File: src/inc/rfg_pkg.sv
package rfg_pkg;

	// ----------------------------------------------------------------
	// Scaling and timing
	// ----------------------------------------------------------------
	// Signed output codes; this value is 100 % of full scale
	localparam logic signed [15:0] RFG_FULL_SCALE  = 16'sh4000;
	localparam logic signed [15:0] RFG_NEG_SCALE   = -16'sh4000;
	// Slope resolution: slope runs from zero up to this level
	localparam logic [8:0]         RFG_SLOPE_MAX   = 9'h100;
	localparam int                 RFG_SLOPE_SHIFT = 8;
	// One millisecond at the 100 MHz system clock
	localparam int                 RFG_CLK_MHZ     = 100;
	localparam int                 RFG_MS_US       = 1000;
	localparam int                 RFG_CYC_PER_MS  = RFG_CLK_MHZ * RFG_MS_US;

	// ----------------------------------------------------------------
	// Register map (byte addresses)
	// ----------------------------------------------------------------
	localparam logic [7:0] RFG_CTRL_OFS   = 8'h00;
	localparam logic [7:0] RFG_SP_OFS     = 8'h04;
	localparam logic [7:0] RFG_SETV_OFS   = 8'h08;
	localparam logic [7:0] RFG_STAT_OFS   = 8'h0C;
	localparam logic [7:0] RFG_OUT_OFS    = 8'h10;
	localparam logic [7:0] RFG_FAULT_OFS  = 8'h14;
	localparam logic [7:0] RFG_TIME_OFS   = 8'h20;
	localparam logic [7:0] RFG_TIME_LAST  = 8'h4C;
	localparam int         RFG_NUM_TIMES  = 12;

	// Index of each time within one setting
	localparam logic [1:0] RFG_T_RISE = 2'h0;
	localparam logic [1:0] RFG_T_FALL = 2'h1;
	localparam logic [1:0] RFG_T_INIT = 2'h2;
	localparam logic [1:0] RFG_T_FIN  = 2'h3;

	// ----------------------------------------------------------------
	// Control register fields
	// ----------------------------------------------------------------
	localparam int RFG_C_SWITCH_ON  = 0;
	localparam int RFG_C_SET2_SEL   = 1;
	localparam int RFG_C_SET3_SEL   = 2;
	localparam int RFG_C_BYPASS     = 3;
	localparam int RFG_C_GEN_EN     = 4;
	localparam int RFG_C_START      = 5;
	localparam int RFG_C_SP_EN      = 6;
	localparam int RFG_C_SET_OUT    = 7;
	localparam int RFG_C_SET_SEL    = 8;
	localparam int RFG_C_INT_SW_EN  = 9;
	localparam int RFG_C_REV_MODE   = 10;
	localparam int RFG_C_INT_MODE   = 12;

	// Status register fields
	localparam int RFG_S_AT_SP      = 0;
	localparam int RFG_S_REACHED    = 1;
	localparam int RFG_S_INT_USE    = 2;
	localparam int RFG_S_SETTING    = 3;
	localparam int RFG_S_CONFLICT   = 5;
	localparam int RFG_S_PHASE      = 6;

	// ----------------------------------------------------------------
	// Reset values
	// ----------------------------------------------------------------
	localparam logic [15:0] RFG_CTRL_RST  = 16'h0000;
	localparam logic [15:0] RFG_RAMP_RST  = 16'h000A;
	localparam logic [15:0] RFG_ROUND_RST = 16'h0000;

	// Ramp phase, Gray coded along hold, accelerate, cruise, decelerate
	typedef enum logic [1:0] {
		RFG_HOLD   = 2'b00,
		RFG_ACCEL  = 2'b01,
		RFG_CRUISE = 2'b11,
		RFG_DECEL  = 2'b10
	} rfg_phase_t;

	typedef struct packed {
		logic                 ack;
		logic [31:0]          rdat;
		logic [15:0]          ctrl;
		logic signed [15:0]   sp;
		logic signed [15:0]   setv;
		logic [11:0][15:0]    tm;
		logic                 fault;
		logic signed [15:0]   out;
		logic                 dir_up;
		logic [8:0]           slope;
		logic [47:0]          acc;
		logic [47:0]          sacc;
		rfg_phase_t           ph;
		logic                 sw_on_prev;
		logic                 sw_en_prev;
		logic                 reached;
	} rfg_state_t;

endpackage

File: src/hw/rfg_core.sv
// Decided for this implementation: the register offsets and the Wishbone register port.
`timescale 1ns/1ps
// Overview of operation
// - Zero rounding: 0 to full scale takes exactly the rise time; same slope for smaller.
// - Zero rounding: full scale to 0 takes exactly the fall time; same slope.
// - Toward zero uses fall timing, away from zero uses rise timing.
// - Mode 0: reversal aborts ramp, opposite initial rounding starts at once.
// - Mode 1: reversal blends smoothly, overshooting in the old direction.
// - Generator enable low forces output to zero.
// - Start high feeds setpoint; low feeds output back, holding it.
// - Setpoint enable low selects setting 1 and ramps to zero.
// - Set-output high loads the output with the selected set value.
// - Bypass gives zero rise and fall time; output follows input.
// - Selector inputs pick setting 1, 2 or 3, each with four times.
// - Both selectors high raise the setting-conflict fault.
// - Selector choice of setting 2 or 3 beats the integrator choice.
// - Integrator active for mode 1, 2 or 3; mode names target setting.
// - After switch-on, integrator uses setting 1 until setpoint first reached.
// - Switch enable high at first reach switches to the mode's setting.
// - Switch enable low at reach keeps setting 1 until it rises.
// - Switch enable falling returns to setting 1 and clears the reach; rising switches once a reach follows the fall.
// - Switch-off returns the integrator to setting 1 and clears the reach; the output keeps following its input.
module rfg_core
	import rfg_pkg::*;
#(
	parameter int CYC_PER_MS = RFG_CYC_PER_MS
) (
	input  wire logic        mclk,
	input  wire logic        rst_n,
	input  wire logic        wb_cyc_i,
	input  wire logic        wb_stb_i,
	input  wire logic        wb_we_i,
	input  wire logic [7:0]  wb_adr_i,
	input  wire logic [3:0]  wb_sel_i,
	input  wire logic [31:0] wb_dat_i,
	output logic      [31:0] wb_dat_o,
	output logic             wb_ack_o,
	output logic      [15:0] ramp_out,
	output logic             setting_conflict_fault
);

	// ----------------------------------------------------------------
	// Parameter check
	// ----------------------------------------------------------------
	// Below full-scale codes per millisecond the output would need
	// more than one code step per clock and the timing would sag.
	if (CYC_PER_MS < int'(RFG_FULL_SCALE)) begin : g_bad_cyc
		$error("CYC_PER_MS must be at least the full-scale code count");
	end

	// ----------------------------------------------------------------
	// Helpers
	// ----------------------------------------------------------------
	function automatic logic [15:0] lane_merge(
		input logic [15:0] old_v,
		input logic [31:0] wd,
		input logic [3:0]  sel
	);
		lane_merge = old_v;
		if (sel[0]) begin
			lane_merge[7:0] = wd[7:0];
		end
		if (sel[1]) begin
			lane_merge[15:8] = wd[15:8];
		end
	endfunction

	function automatic logic signed [15:0] clip_fs(input logic signed [15:0] v);
		if (v > RFG_FULL_SCALE) begin
			clip_fs = RFG_FULL_SCALE;
		end else if (v < RFG_NEG_SCALE) begin
			clip_fs = RFG_NEG_SCALE;
		end else begin
			clip_fs = v;
		end
	endfunction

	function automatic logic [15:0] time_of(
		input logic [11:0][15:0] tm,
		input logic [1:0]        setting,
		input logic [1:0]        kind
	);
		time_of = tm[{setting, kind}];
	endfunction

	// Cycle threshold for one code step at full slope
	function automatic logic [47:0] step_limit(input logic [15:0] t_ms);
		step_limit = 48'(t_ms) * 48'(CYC_PER_MS) * 48'(RFG_SLOPE_MAX);
	endfunction

	rfg_state_t q;
	rfg_state_t d;

	// ----------------------------------------------------------------
	// Next state
	// ----------------------------------------------------------------
	always_comb begin
		logic               hit;
		logic               wr;
		logic [5:0]         widx;
		logic [3:0]         tidx;
		logic               sw_on;
		logic               sel2;
		logic               sel3;
		logic               conflict;
		logic               on_edge;
		logic               en_fall;
		logic [1:0]         imode;
		logic               int_use;
		logic [1:0]         setting;
		logic signed [15:0] tgt;
		logic signed [16:0] err;
		logic [16:0]        abs_err;
		logic               want_up;
		logic               mv_up;
		logic               away;
		logic [15:0]        t_ramp;
		logic [15:0]        t_init;
		logic [15:0]        t_fin;
		logic [15:0]        t_round;
		logic               reversal;
		logic               brake;
		logic [47:0]        lim;
		logic [47:0]        rlim;
		logic [47:0]        acc_n;
		logic [47:0]        sacc_n;
		logic [31:0]        stat;

		d        = q;
		hit      = wb_cyc_i & wb_stb_i & ~q.ack;
		wr       = hit & wb_we_i;
		widx     = wb_adr_i[7:2];
		tidx     = 4'(widx - RFG_TIME_OFS[7:2]);
		sw_on    = q.ctrl[RFG_C_SWITCH_ON];
		sel2     = q.ctrl[RFG_C_SET2_SEL];
		sel3     = q.ctrl[RFG_C_SET3_SEL];
		imode    = q.ctrl[RFG_C_INT_MODE +: 2];
		conflict = sel2 & sel3;
		on_edge  = sw_on & ~q.sw_on_prev;
		en_fall  = ~q.ctrl[RFG_C_INT_SW_EN] & q.sw_en_prev;
		reversal = 1'b0;
		brake    = 1'b0;
		acc_n    = '0;
		sacc_n   = '0;
		t_round  = '0;
		int_use  = 1'b0;
		setting  = '0;
		tgt      = '0;
		err      = '0;
		abs_err  = '0;
		want_up  = 1'b0;
		mv_up    = 1'b0;
		away     = 1'b0;
		t_ramp   = '0;
		t_init   = '0;
		t_fin    = '0;
		lim      = '0;
		rlim     = '0;
		stat     = '0;

		// Generator input
		if (!q.ctrl[RFG_C_SP_EN]) begin
			tgt = '0;
		end else if (q.ctrl[RFG_C_START]) begin
			tgt = clip_fs(q.sp);
		end else begin
			tgt = q.out;
		end

		// ------------------------------------------------------------
		// Integrator bookkeeping
		// ------------------------------------------------------------
		d.sw_on_prev = sw_on;
		d.sw_en_prev = q.ctrl[RFG_C_INT_SW_EN];
		// A new switch-on must see a fresh reach, so its clear wins
		if (on_edge || en_fall || !sw_on) begin
			d.reached = 1'b0;
		end else if (q.out == tgt) begin
			d.reached = 1'b1;
		end
		int_use = (imode != 2'h0) & q.reached & q.ctrl[RFG_C_INT_SW_EN] & sw_on;

		// ------------------------------------------------------------
		// Setting selection
		// ------------------------------------------------------------
		if (!q.ctrl[RFG_C_SP_EN] || conflict) begin
			setting = 2'h0;
		end else if (sel2) begin
			setting = 2'h1;
		end else if (sel3) begin
			setting = 2'h2;
		end else if (int_use) begin
			setting = 2'(imode - 2'h1);
		end else begin
			setting = 2'h0;
		end
		// Set wins over a clear in the same cycle
		d.fault = q.fault | conflict;
		if (wr && widx == RFG_FAULT_OFS[7:2] && wb_sel_i[0] && wb_dat_i[0]) begin
			d.fault = conflict;
		end

		t_init = time_of(q.tm, setting, RFG_T_INIT);
		t_fin  = time_of(q.tm, setting, RFG_T_FIN);

		// ------------------------------------------------------------
		// Ramp engine
		// ------------------------------------------------------------
		err     = 17'(tgt) - 17'(q.out);
		abs_err = err[16] ? 17'(-err) : err;
		want_up = ~err[16];
		mv_up   = (q.slope == '0) ? want_up : q.dir_up;
		away    = (q.out == '0) | (mv_up ? ~q.out[15] : q.out[15]);
		t_ramp  = away ? time_of(q.tm, setting, RFG_T_RISE)
			: time_of(q.tm, setting, RFG_T_FALL);
		lim     = step_limit(t_ramp);

		if (!q.ctrl[RFG_C_GEN_EN]) begin
			d.out   = '0;
			d.slope = '0;
			d.acc   = '0;
			d.sacc  = '0;
			d.ph    = RFG_HOLD;
		end else if (q.ctrl[RFG_C_SET_OUT]) begin
			d.out   = q.ctrl[RFG_C_SET_SEL] ? clip_fs(q.sp) : clip_fs(q.setv);
			d.slope = '0;
			d.acc   = '0;
			d.sacc  = '0;
			d.ph    = RFG_HOLD;
		end else if (q.ctrl[RFG_C_BYPASS] || t_ramp == '0) begin
			d.out   = tgt;
			d.slope = '0;
			d.acc   = '0;
			d.sacc  = '0;
			d.ph    = RFG_HOLD;
		end else if (err == '0) begin
			// Arrival drops the residual slope in one step
			d.slope = '0;
			d.acc   = '0;
			d.sacc  = '0;
			d.ph    = RFG_HOLD;
		end else begin
			if (q.slope == '0 && q.ph != RFG_DECEL) begin
				d.dir_up = want_up;
				d.ph     = RFG_ACCEL;
			end else if (want_up != q.dir_up) begin
				reversal = 1'b1;
				if (!q.ctrl[RFG_C_REV_MODE]) begin
					d.dir_up = want_up;
					d.ph     = RFG_ACCEL;
				end else begin
					d.ph = RFG_DECEL;
				end
			end else begin
				brake = (48'(abs_err) * 48'(t_ramp) << (RFG_SLOPE_SHIFT + 1))
					<= (48'(RFG_FULL_SCALE) * 48'(q.slope) * 48'(t_fin));
				if (brake && q.slope != '0) begin
					d.ph = RFG_DECEL;
				end else if (q.slope < RFG_SLOPE_MAX) begin
					d.ph = RFG_ACCEL;
				end else begin
					d.ph = RFG_CRUISE;
				end
			end

			// Slope follows the rounding time linearly
			t_round = (d.ph == RFG_ACCEL) ? t_init : t_fin;
			rlim    = 48'(t_round) * 48'(CYC_PER_MS);
			sacc_n  = q.sacc + 48'(RFG_SLOPE_MAX);
			if (reversal && !q.ctrl[RFG_C_REV_MODE]) begin
				d.slope = '0;
				d.sacc  = '0;
			end else begin
				unique case (d.ph)
					RFG_ACCEL: begin
						if (t_round == '0) begin
							d.slope = RFG_SLOPE_MAX;
						end else if (sacc_n >= rlim) begin
							d.slope = q.slope + 9'h001;
							sacc_n  = sacc_n - rlim;
						end
					end
					RFG_DECEL: begin
						if (t_round == '0) begin
							d.slope = reversal ? 9'h000 : q.slope;
						end else if (sacc_n >= rlim) begin
							sacc_n = sacc_n - rlim;
							// Keep creeping toward the target, stop on reversal
							if (reversal || q.slope > 9'h001) begin
								d.slope = q.slope - 9'h001;
							end
						end
						if (reversal && d.slope == '0) begin
							d.ph = RFG_HOLD;
						end
					end
					RFG_CRUISE: begin
						d.slope = RFG_SLOPE_MAX;
						sacc_n  = '0;
					end
					RFG_HOLD: begin
						d.slope = '0;
						sacc_n  = '0;
					end
				endcase
				d.sacc = sacc_n;
			end

			// Code-step accumulator: full scale per ramp time at full slope
			acc_n = q.acc + 48'(RFG_FULL_SCALE) * 48'(q.slope);
			if (acc_n >= lim) begin
				acc_n = acc_n - lim;
				d.out = q.dir_up ? q.out + 16'sh0001 : q.out - 16'sh0001;
			end
			d.acc = (reversal && !q.ctrl[RFG_C_REV_MODE]) ? '0 : acc_n;
		end

		// ------------------------------------------------------------
		// Register bus
		// ------------------------------------------------------------
		stat = '0;
		stat[RFG_S_AT_SP]        = (q.out == tgt);
		stat[RFG_S_REACHED]      = q.reached;
		stat[RFG_S_INT_USE]      = int_use;
		stat[RFG_S_SETTING +: 2] = setting;
		stat[RFG_S_CONFLICT]     = conflict;
		stat[RFG_S_PHASE +: 2]   = q.ph;

		d.ack = hit;
		if (hit) begin
			d.rdat = '0;
			if (widx == RFG_CTRL_OFS[7:2]) begin
				d.rdat[15:0] = q.ctrl;
			end else if (widx == RFG_SP_OFS[7:2]) begin
				d.rdat[15:0] = q.sp;
			end else if (widx == RFG_SETV_OFS[7:2]) begin
				d.rdat[15:0] = q.setv;
			end else if (widx == RFG_STAT_OFS[7:2]) begin
				d.rdat = stat;
			end else if (widx == RFG_OUT_OFS[7:2]) begin
				d.rdat = 32'(q.out);
			end else if (widx == RFG_FAULT_OFS[7:2]) begin
				d.rdat[0] = q.fault;
			end else if (wb_adr_i >= RFG_TIME_OFS && wb_adr_i <= RFG_TIME_LAST) begin
				d.rdat[15:0] = q.tm[tidx];
			end
		end
		if (wr) begin
			if (widx == RFG_CTRL_OFS[7:2]) begin
				d.ctrl = lane_merge(q.ctrl, wb_dat_i, wb_sel_i);
			end else if (widx == RFG_SP_OFS[7:2]) begin
				d.sp = lane_merge(q.sp, wb_dat_i, wb_sel_i);
			end else if (widx == RFG_SETV_OFS[7:2]) begin
				d.setv = lane_merge(q.setv, wb_dat_i, wb_sel_i);
			end else if (wb_adr_i >= RFG_TIME_OFS && wb_adr_i <= RFG_TIME_LAST) begin
				d.tm[tidx] = lane_merge(q.tm[tidx], wb_dat_i, wb_sel_i);
			end
		end
	end

	// ----------------------------------------------------------------
	// State register
	// ----------------------------------------------------------------
	always_ff @(posedge mclk) begin
		if (!rst_n) begin
			q       <= '0;
			q.ctrl  <= RFG_CTRL_RST;
			q.ph    <= RFG_HOLD;
			for (int i = 0; i < RFG_NUM_TIMES; i++) begin
				q.tm[i] <= (2'(i) == RFG_T_RISE || 2'(i) == RFG_T_FALL)
					? RFG_RAMP_RST : RFG_ROUND_RST;
			end
		end else begin
			q <= d;
		end
	end

	assign wb_ack_o               = q.ack;
	assign wb_dat_o               = q.rdat;
	assign ramp_out               = q.out;
	assign setting_conflict_fault = q.fault;

endmodule // rfg_core

File: config.mk
export PLATFORM = sky130hd
export DESIGN_NAME = rfg_core
export DESIGN_NICKNAME = d
export VERILOG_FILES = /design/src/inc/rfg_pkg.sv /design/src/hw/rfg_core.sv
export SDC_FILE = /design/constraint.sdc
export NUM_CORES = 2
export LEC_CHECK = 0
export ABC_AREA = 1
export BUFFER_PORTS_ARGS = -buffer_cell sky130_fd_sc_hd__buf_2
export CAP_MARGIN = 10
export CORE_ASPECT_RATIO = 1.4
export CORE_MARGIN = 2
export CORE_UTILIZATION = 40
export DETAILED_ROUTE_END_ITERATION = 7
export GPL_ROUTABILITY_DRIVEN = 0
export GPL_TIMING_DRIVEN = 0
export PLACE_DENSITY = 0.61
export SYNTH_ARGS = -nofsm -noshare
export SYNTH_HDL_FRONTEND = slang
export SYNTH_SLANG_ARGS = --single-unit
export TNS_END_PERCENT = 10
File: constraint.sdc
create_clock -name mclk -period 38.6 [get_ports mclk]
set_input_delay 1.93 -clock mclk [delete_from_list [all_inputs] [get_ports mclk]]
set_output_delay 1.93 -clock mclk [all_outputs]
set_load 0.1 [all_outputs]
Yosys cells after proc, flatten, opt, wreduce, memory -nomap -nowiden --
Cells that the tools add are included.
Storage, ports and cells: bits in latches 0, input port bits 49, logic and storage cells 242, memory bits (read-only) 0, register bits after elaboration 401, output and inout port bits 50, memories 0, bits in writable memories 0
Operators by class: reduce and logical (&&, ||, !) cells 44, bitwise operators 24, divide/modulo/power cells 0, multipliers 4, add/subtract/negate cells 12, equality and inequality tests 14, mux-type cells 97, magnitude comparators 17, shift operators 0
Operators by type and width (count):
- $mux 16 | 28
- $bwmux 192 | 1
- $mux 48 | 3
- $bmux 16 s2 | 4
- $mux 9 | 12
- $mux 8 | 12
- $pmux 48 s2 | 1
- $bmux 16 s4 | 1
- $demux 16 s4 | 1
- $mul 16x12->28 const B | 2
- $add 48x23->48 | 1
- $add 48x9->48 const B | 1
- $ge 48x33->1 | 1
- $ge 48x41->1 | 1
- $logic_not 16->1 | 3
- $sub 48x33->48 | 1
- $sub 48x41->48 | 1
- $le 42x39->1 | 1
- $pmux 9 s4 | 1
- $mux 17 | 2
- $mul 17x16->33 | 1
- $gt 16x16->1 const B | 2
- $lt 16x15->1 const B | 2
- $mux 2 | 16
- other kinds (50) | 113

Longest topological paths before layout --
depth after elaboration 38, depth in mapped cells 112, depth with buffers taken out 108

Least setup slack after synthesis --
Ideal clock, no wire load.
path type reg-to-reg, start reg q[347] (netlist name), end reg q[4] (netlist name), arrival time 16153 ps, cell stages (with the launch flop) 99, required time 38489 ps, library setup time 111 ps, path buffers 4, path slack 22336 ps, period minus slack after synthesis 16264 ps, cell sequence dfxtp_1 nor4_1 nand4_1 nand3_1 nand3_1 a21oi_1 o21ai_0 ha_1 fa_1 inv_1 nand3_1 nand2_1 nand2_1 nand2_2 nand2_1 nand3_1 nand2_1 buf_2 (+63 left out) a21o_1 a21oi_1 nand2_1 a21oi_1 nand2_1 nand3_1 nand3_2 nor2_4 nand2_4 buf_6 nand2_1 nand2_1 nand2_1 nand2_1 nor2_1 nand3_1 nor2_1 nor2_1
On the way: cells in the longest elaborated chain, start to end 38, elaborated cells on any way between the ends 58, classes of those cells 2 x add/sub; 2 x mul; 4 x order compare; 3 x eq/ne; 35 x mux; 2 x bitwise; 10 x reduce/logical
Ends and longest elaborated chain:
- from (decl) | line rfg_core.sv:91 | rfg_state_t q;
- $lt 16x15->1 | line rfg_core.sv:71 | end else if (v < RFG_NEG_SCALE) begin
- $mux 16 | line rfg_core.sv:71
- $mux 16 (*) | line rfg_core.sv:69 | if (v > RFG_FULL_SCALE) begin
- $mux 16 (*) | line rfg_core.sv:164 | end else if (q.ctrl[RFG_C_START]) begin
- $mux 16 (*) | line rfg_core.sv:162 | if (!q.ctrl[RFG_C_SP_EN]) begin
- $sub 16x16->17 (*) | line rfg_core.sv:209 | err = 17'(tgt) - 17'(q.out);
- parallel branches: the longest is 32 deep, another holds $le 42x39->1
Mark *: on every way between the ends. The select of a mux whose other input is x is not followed. A chain may end at the register's enable or synchronous reset.

Worst setup path after layout --
start reg q[345] (netlist name), end reg q[4] (netlist name)
The elaborated chain is that of the path after synthesis.

==> impl_metrics.toml <==
[drt]
via_count = 45028
drt_iter0_drc = 4019
drc = 0
first_pass_iters = 6
vias_per_cell = 5.49
wl_per_cell_um = 20.2
totalWireLength_um = 166000
ant_nets = 0

[synthesis]
synth.most_common_cell = "inv_1"
synth_common_cells = "1139 x inv_1, 1123 x nand2_1, 580 x nor2_1"
async_flop_share = 0
synth.cell_area_um2 = 46600
yosysWarnings = 0
synth_flop_cell = "dfxtp_1"
syn_inst = 6544
ys_seq_area_frac = 0.158
synth.distinct_cells = 71
syn-num-nets = 7493
yosys.area.top_type = "fa_1"
syn_avg_cell_area_um2 = 7.12
synth_area_leaders = "fa_1 17%, dfxtp_1 16%, ha_1 14%"
synth_top_area_frac = 0.169
synth_edf_count = 0
ys_ff_latch = 368

[floorplan]
rows = 148
die_w_um = 292
initial_core_util = 0.402
pin_count = 99
die_h_um = 408
core_area_um2 = 116000
die_area_um2 = 119000

[timing]
worst_hold_slack_ns = 0.464
period_minus_slack_ns = 21.04
max_slew_margin = 0.120
worst_pin_slew_ns = 1.32
fin_skew_ns = 0.0545
clock.fmax_ghz = 0.0475
rsz0062_at_grt = "false"
maxSlewViolCount = 0
hold_viol_final = 0
period_share = 0.545
tns_ns = 0
finalSetupViolations = 0

[placement]
dpl.hpwl_um = 135000
numPlacedInstances = 8125
placed_cell_area_um2 = 48900
port_buffers = 80

[clock_tree]
cts_buffers = 43
clk_pin_slew_worst_paths_ns = 0.07
cts_setup_buffers = 0
ctsResizeCount = 0
htreeDepth = 2
hold_buffers = 0
worstSkewPairLatency_ns = 0.64
cts_tree = "yes"
clockBufferDepth = 3
clock_tree.root_cell = "clkbuf_16"
cts_sinks = 368

[finish]
drive_above_1_share = 0.0550
final_cells = 8204
utilization = 0.435
syn_to_final_growth_pct = 8.22
register_area_um2 = 7370
nFillCells = 12103
fin_nets = 7620
multi_input_area_um2 = 33400
finalInstanceArea_um2 = 50400

[pwr]
irDropWorstVdd_v = 0.0000383
p_leak_nw = 25.4
power_density_nw_per_um2 = 18.3

[setup_path]
arrival_ns = 21.55
critPathMaxStageDelay_ns = 0.74
end_kind = "flip-flop"
critPathBufInv = 16
cp-start-kind = "flip-flop"
cpMostUsedCell = "nand2_1"
crit_family = "adder cells"
required_ns = 39.11
cp_slowest_cell = "xor2_1"
path_max_fanout = 10
worstSetupPathType = "flip-flop to flip-flop"

[global_route]
grt-ovfl-total = 0
grt_max_degree = 19
met3_usage = 0.0345
grt_usage = 0.274
grt_use_met2 = 0.473
grt_pass1_wl_um = 254000
grt_pass1_vias = 44763
antenna_found_initial = 3
grt-busiest-layer = "met2"
grt_use_met1 = 0.316

[job]
cap_violations = 0

[run_status]
status = "complete, no violations"

[min_path]
hold_path.class = "flip-flop to flip-flop"
[through the flow]
stage          setup WS, ns  power [mW]
6_report              17.56       0.924
3_3_place_gp          17.81       0.473
5_1_grt               16.04       0.939
2_1_floorplan         22.34       0.441
3_5_place_dp          17.71       0.473
4_1_cts               17.62       0.922
[metal layers]
layer,share of wire,vias to the layer above
met1,0.37,21125
met5,0.000066,-
met3,0.069,577
met4,0.079,2
met2,0.48,1994
li1,-,21330
[final timing paths]
kind	from	to	slack, ns	depth (start not counted)
worst max-delay path	q[345]	q[4]	17.56	92
worst min register to register	wb_dat_o[8]	wb_dat_o[8]	0.46	2
worst min-delay path	wb_dat_o[8]	wb_dat_o[8]	0.46	2
worst max register to register	q[345]	q[4]	17.56	92
[sequential cells by signal, indices dropped and copies added, names as in the netlist]
signal,flops
setting_conflict_fault,1
q,331
ramp_out,16
wb_dat_o,17
wb_ack_o,1
d,2
[worst min-delay path, cell delays in order, from the launching register on]
cell and delay, ns:
dfxtp_1 0.31, nand2_1 0.06, a21oi_1 0.05
[layout make-up]
type	instances	share of cell area
diodes	1	0.0000497
plain buffers	285	0.0275
clock buffers	57	0.0240
clock inverters	20	0.00641
inverters	1171	0.0872
multi-input cells	4720	0.663
flip-flops and latches	368	0.146
well taps	1500	0.0372
repair buffers	82	0.00824
[power breakdown]
part,switching [mW],internal (mW)
registers,0.000931,0.381
clock network,0.196,0.259
logic,0.0681,0.0190
total,0.265,0.659
[placed cells by master, fill, tap and decap left out, drive strengths merged, types with 22 or more instances in the layout]
cell,Yosys,layout
nand3,227,227
nor2,598,598
ha,506,506
xor2,154,154
buf,116,198
clkbuf,169,226
dfxtp,368,368
o21ai,566,566
nor4,29,29
o21bai,29,29
fa,394,394
inv,1161,1168
nand2,1141,1141
o22ai,80,80
a21oi,542,542
a31oi,22,22
nand4,60,60
o211ai,30,30
xnor2,109,109
a221oi,22,22
nor3,53,53
o221ai,30,30
[kinds of logic (layout without fill, tap and decap cells)]
| logic type | Yosys count | in the layout | share of synthesized area |
|---|---|---|---|
| buf+inv | 1456 | 1615 | 0.124 |
| simple gates | 2143 | 2143 | 0.193 |
| xor+xnor | 263 | 263 | 0.0503 |
| other cells | 0 | 1 | 0 |
| compound gates | 1414 | 1414 | 0.169 |
| fa+ha+maj | 900 | 900 | 0.305 |
| flops | 368 | 368 | 0.158 |
(Power assumes the default switching activity.)
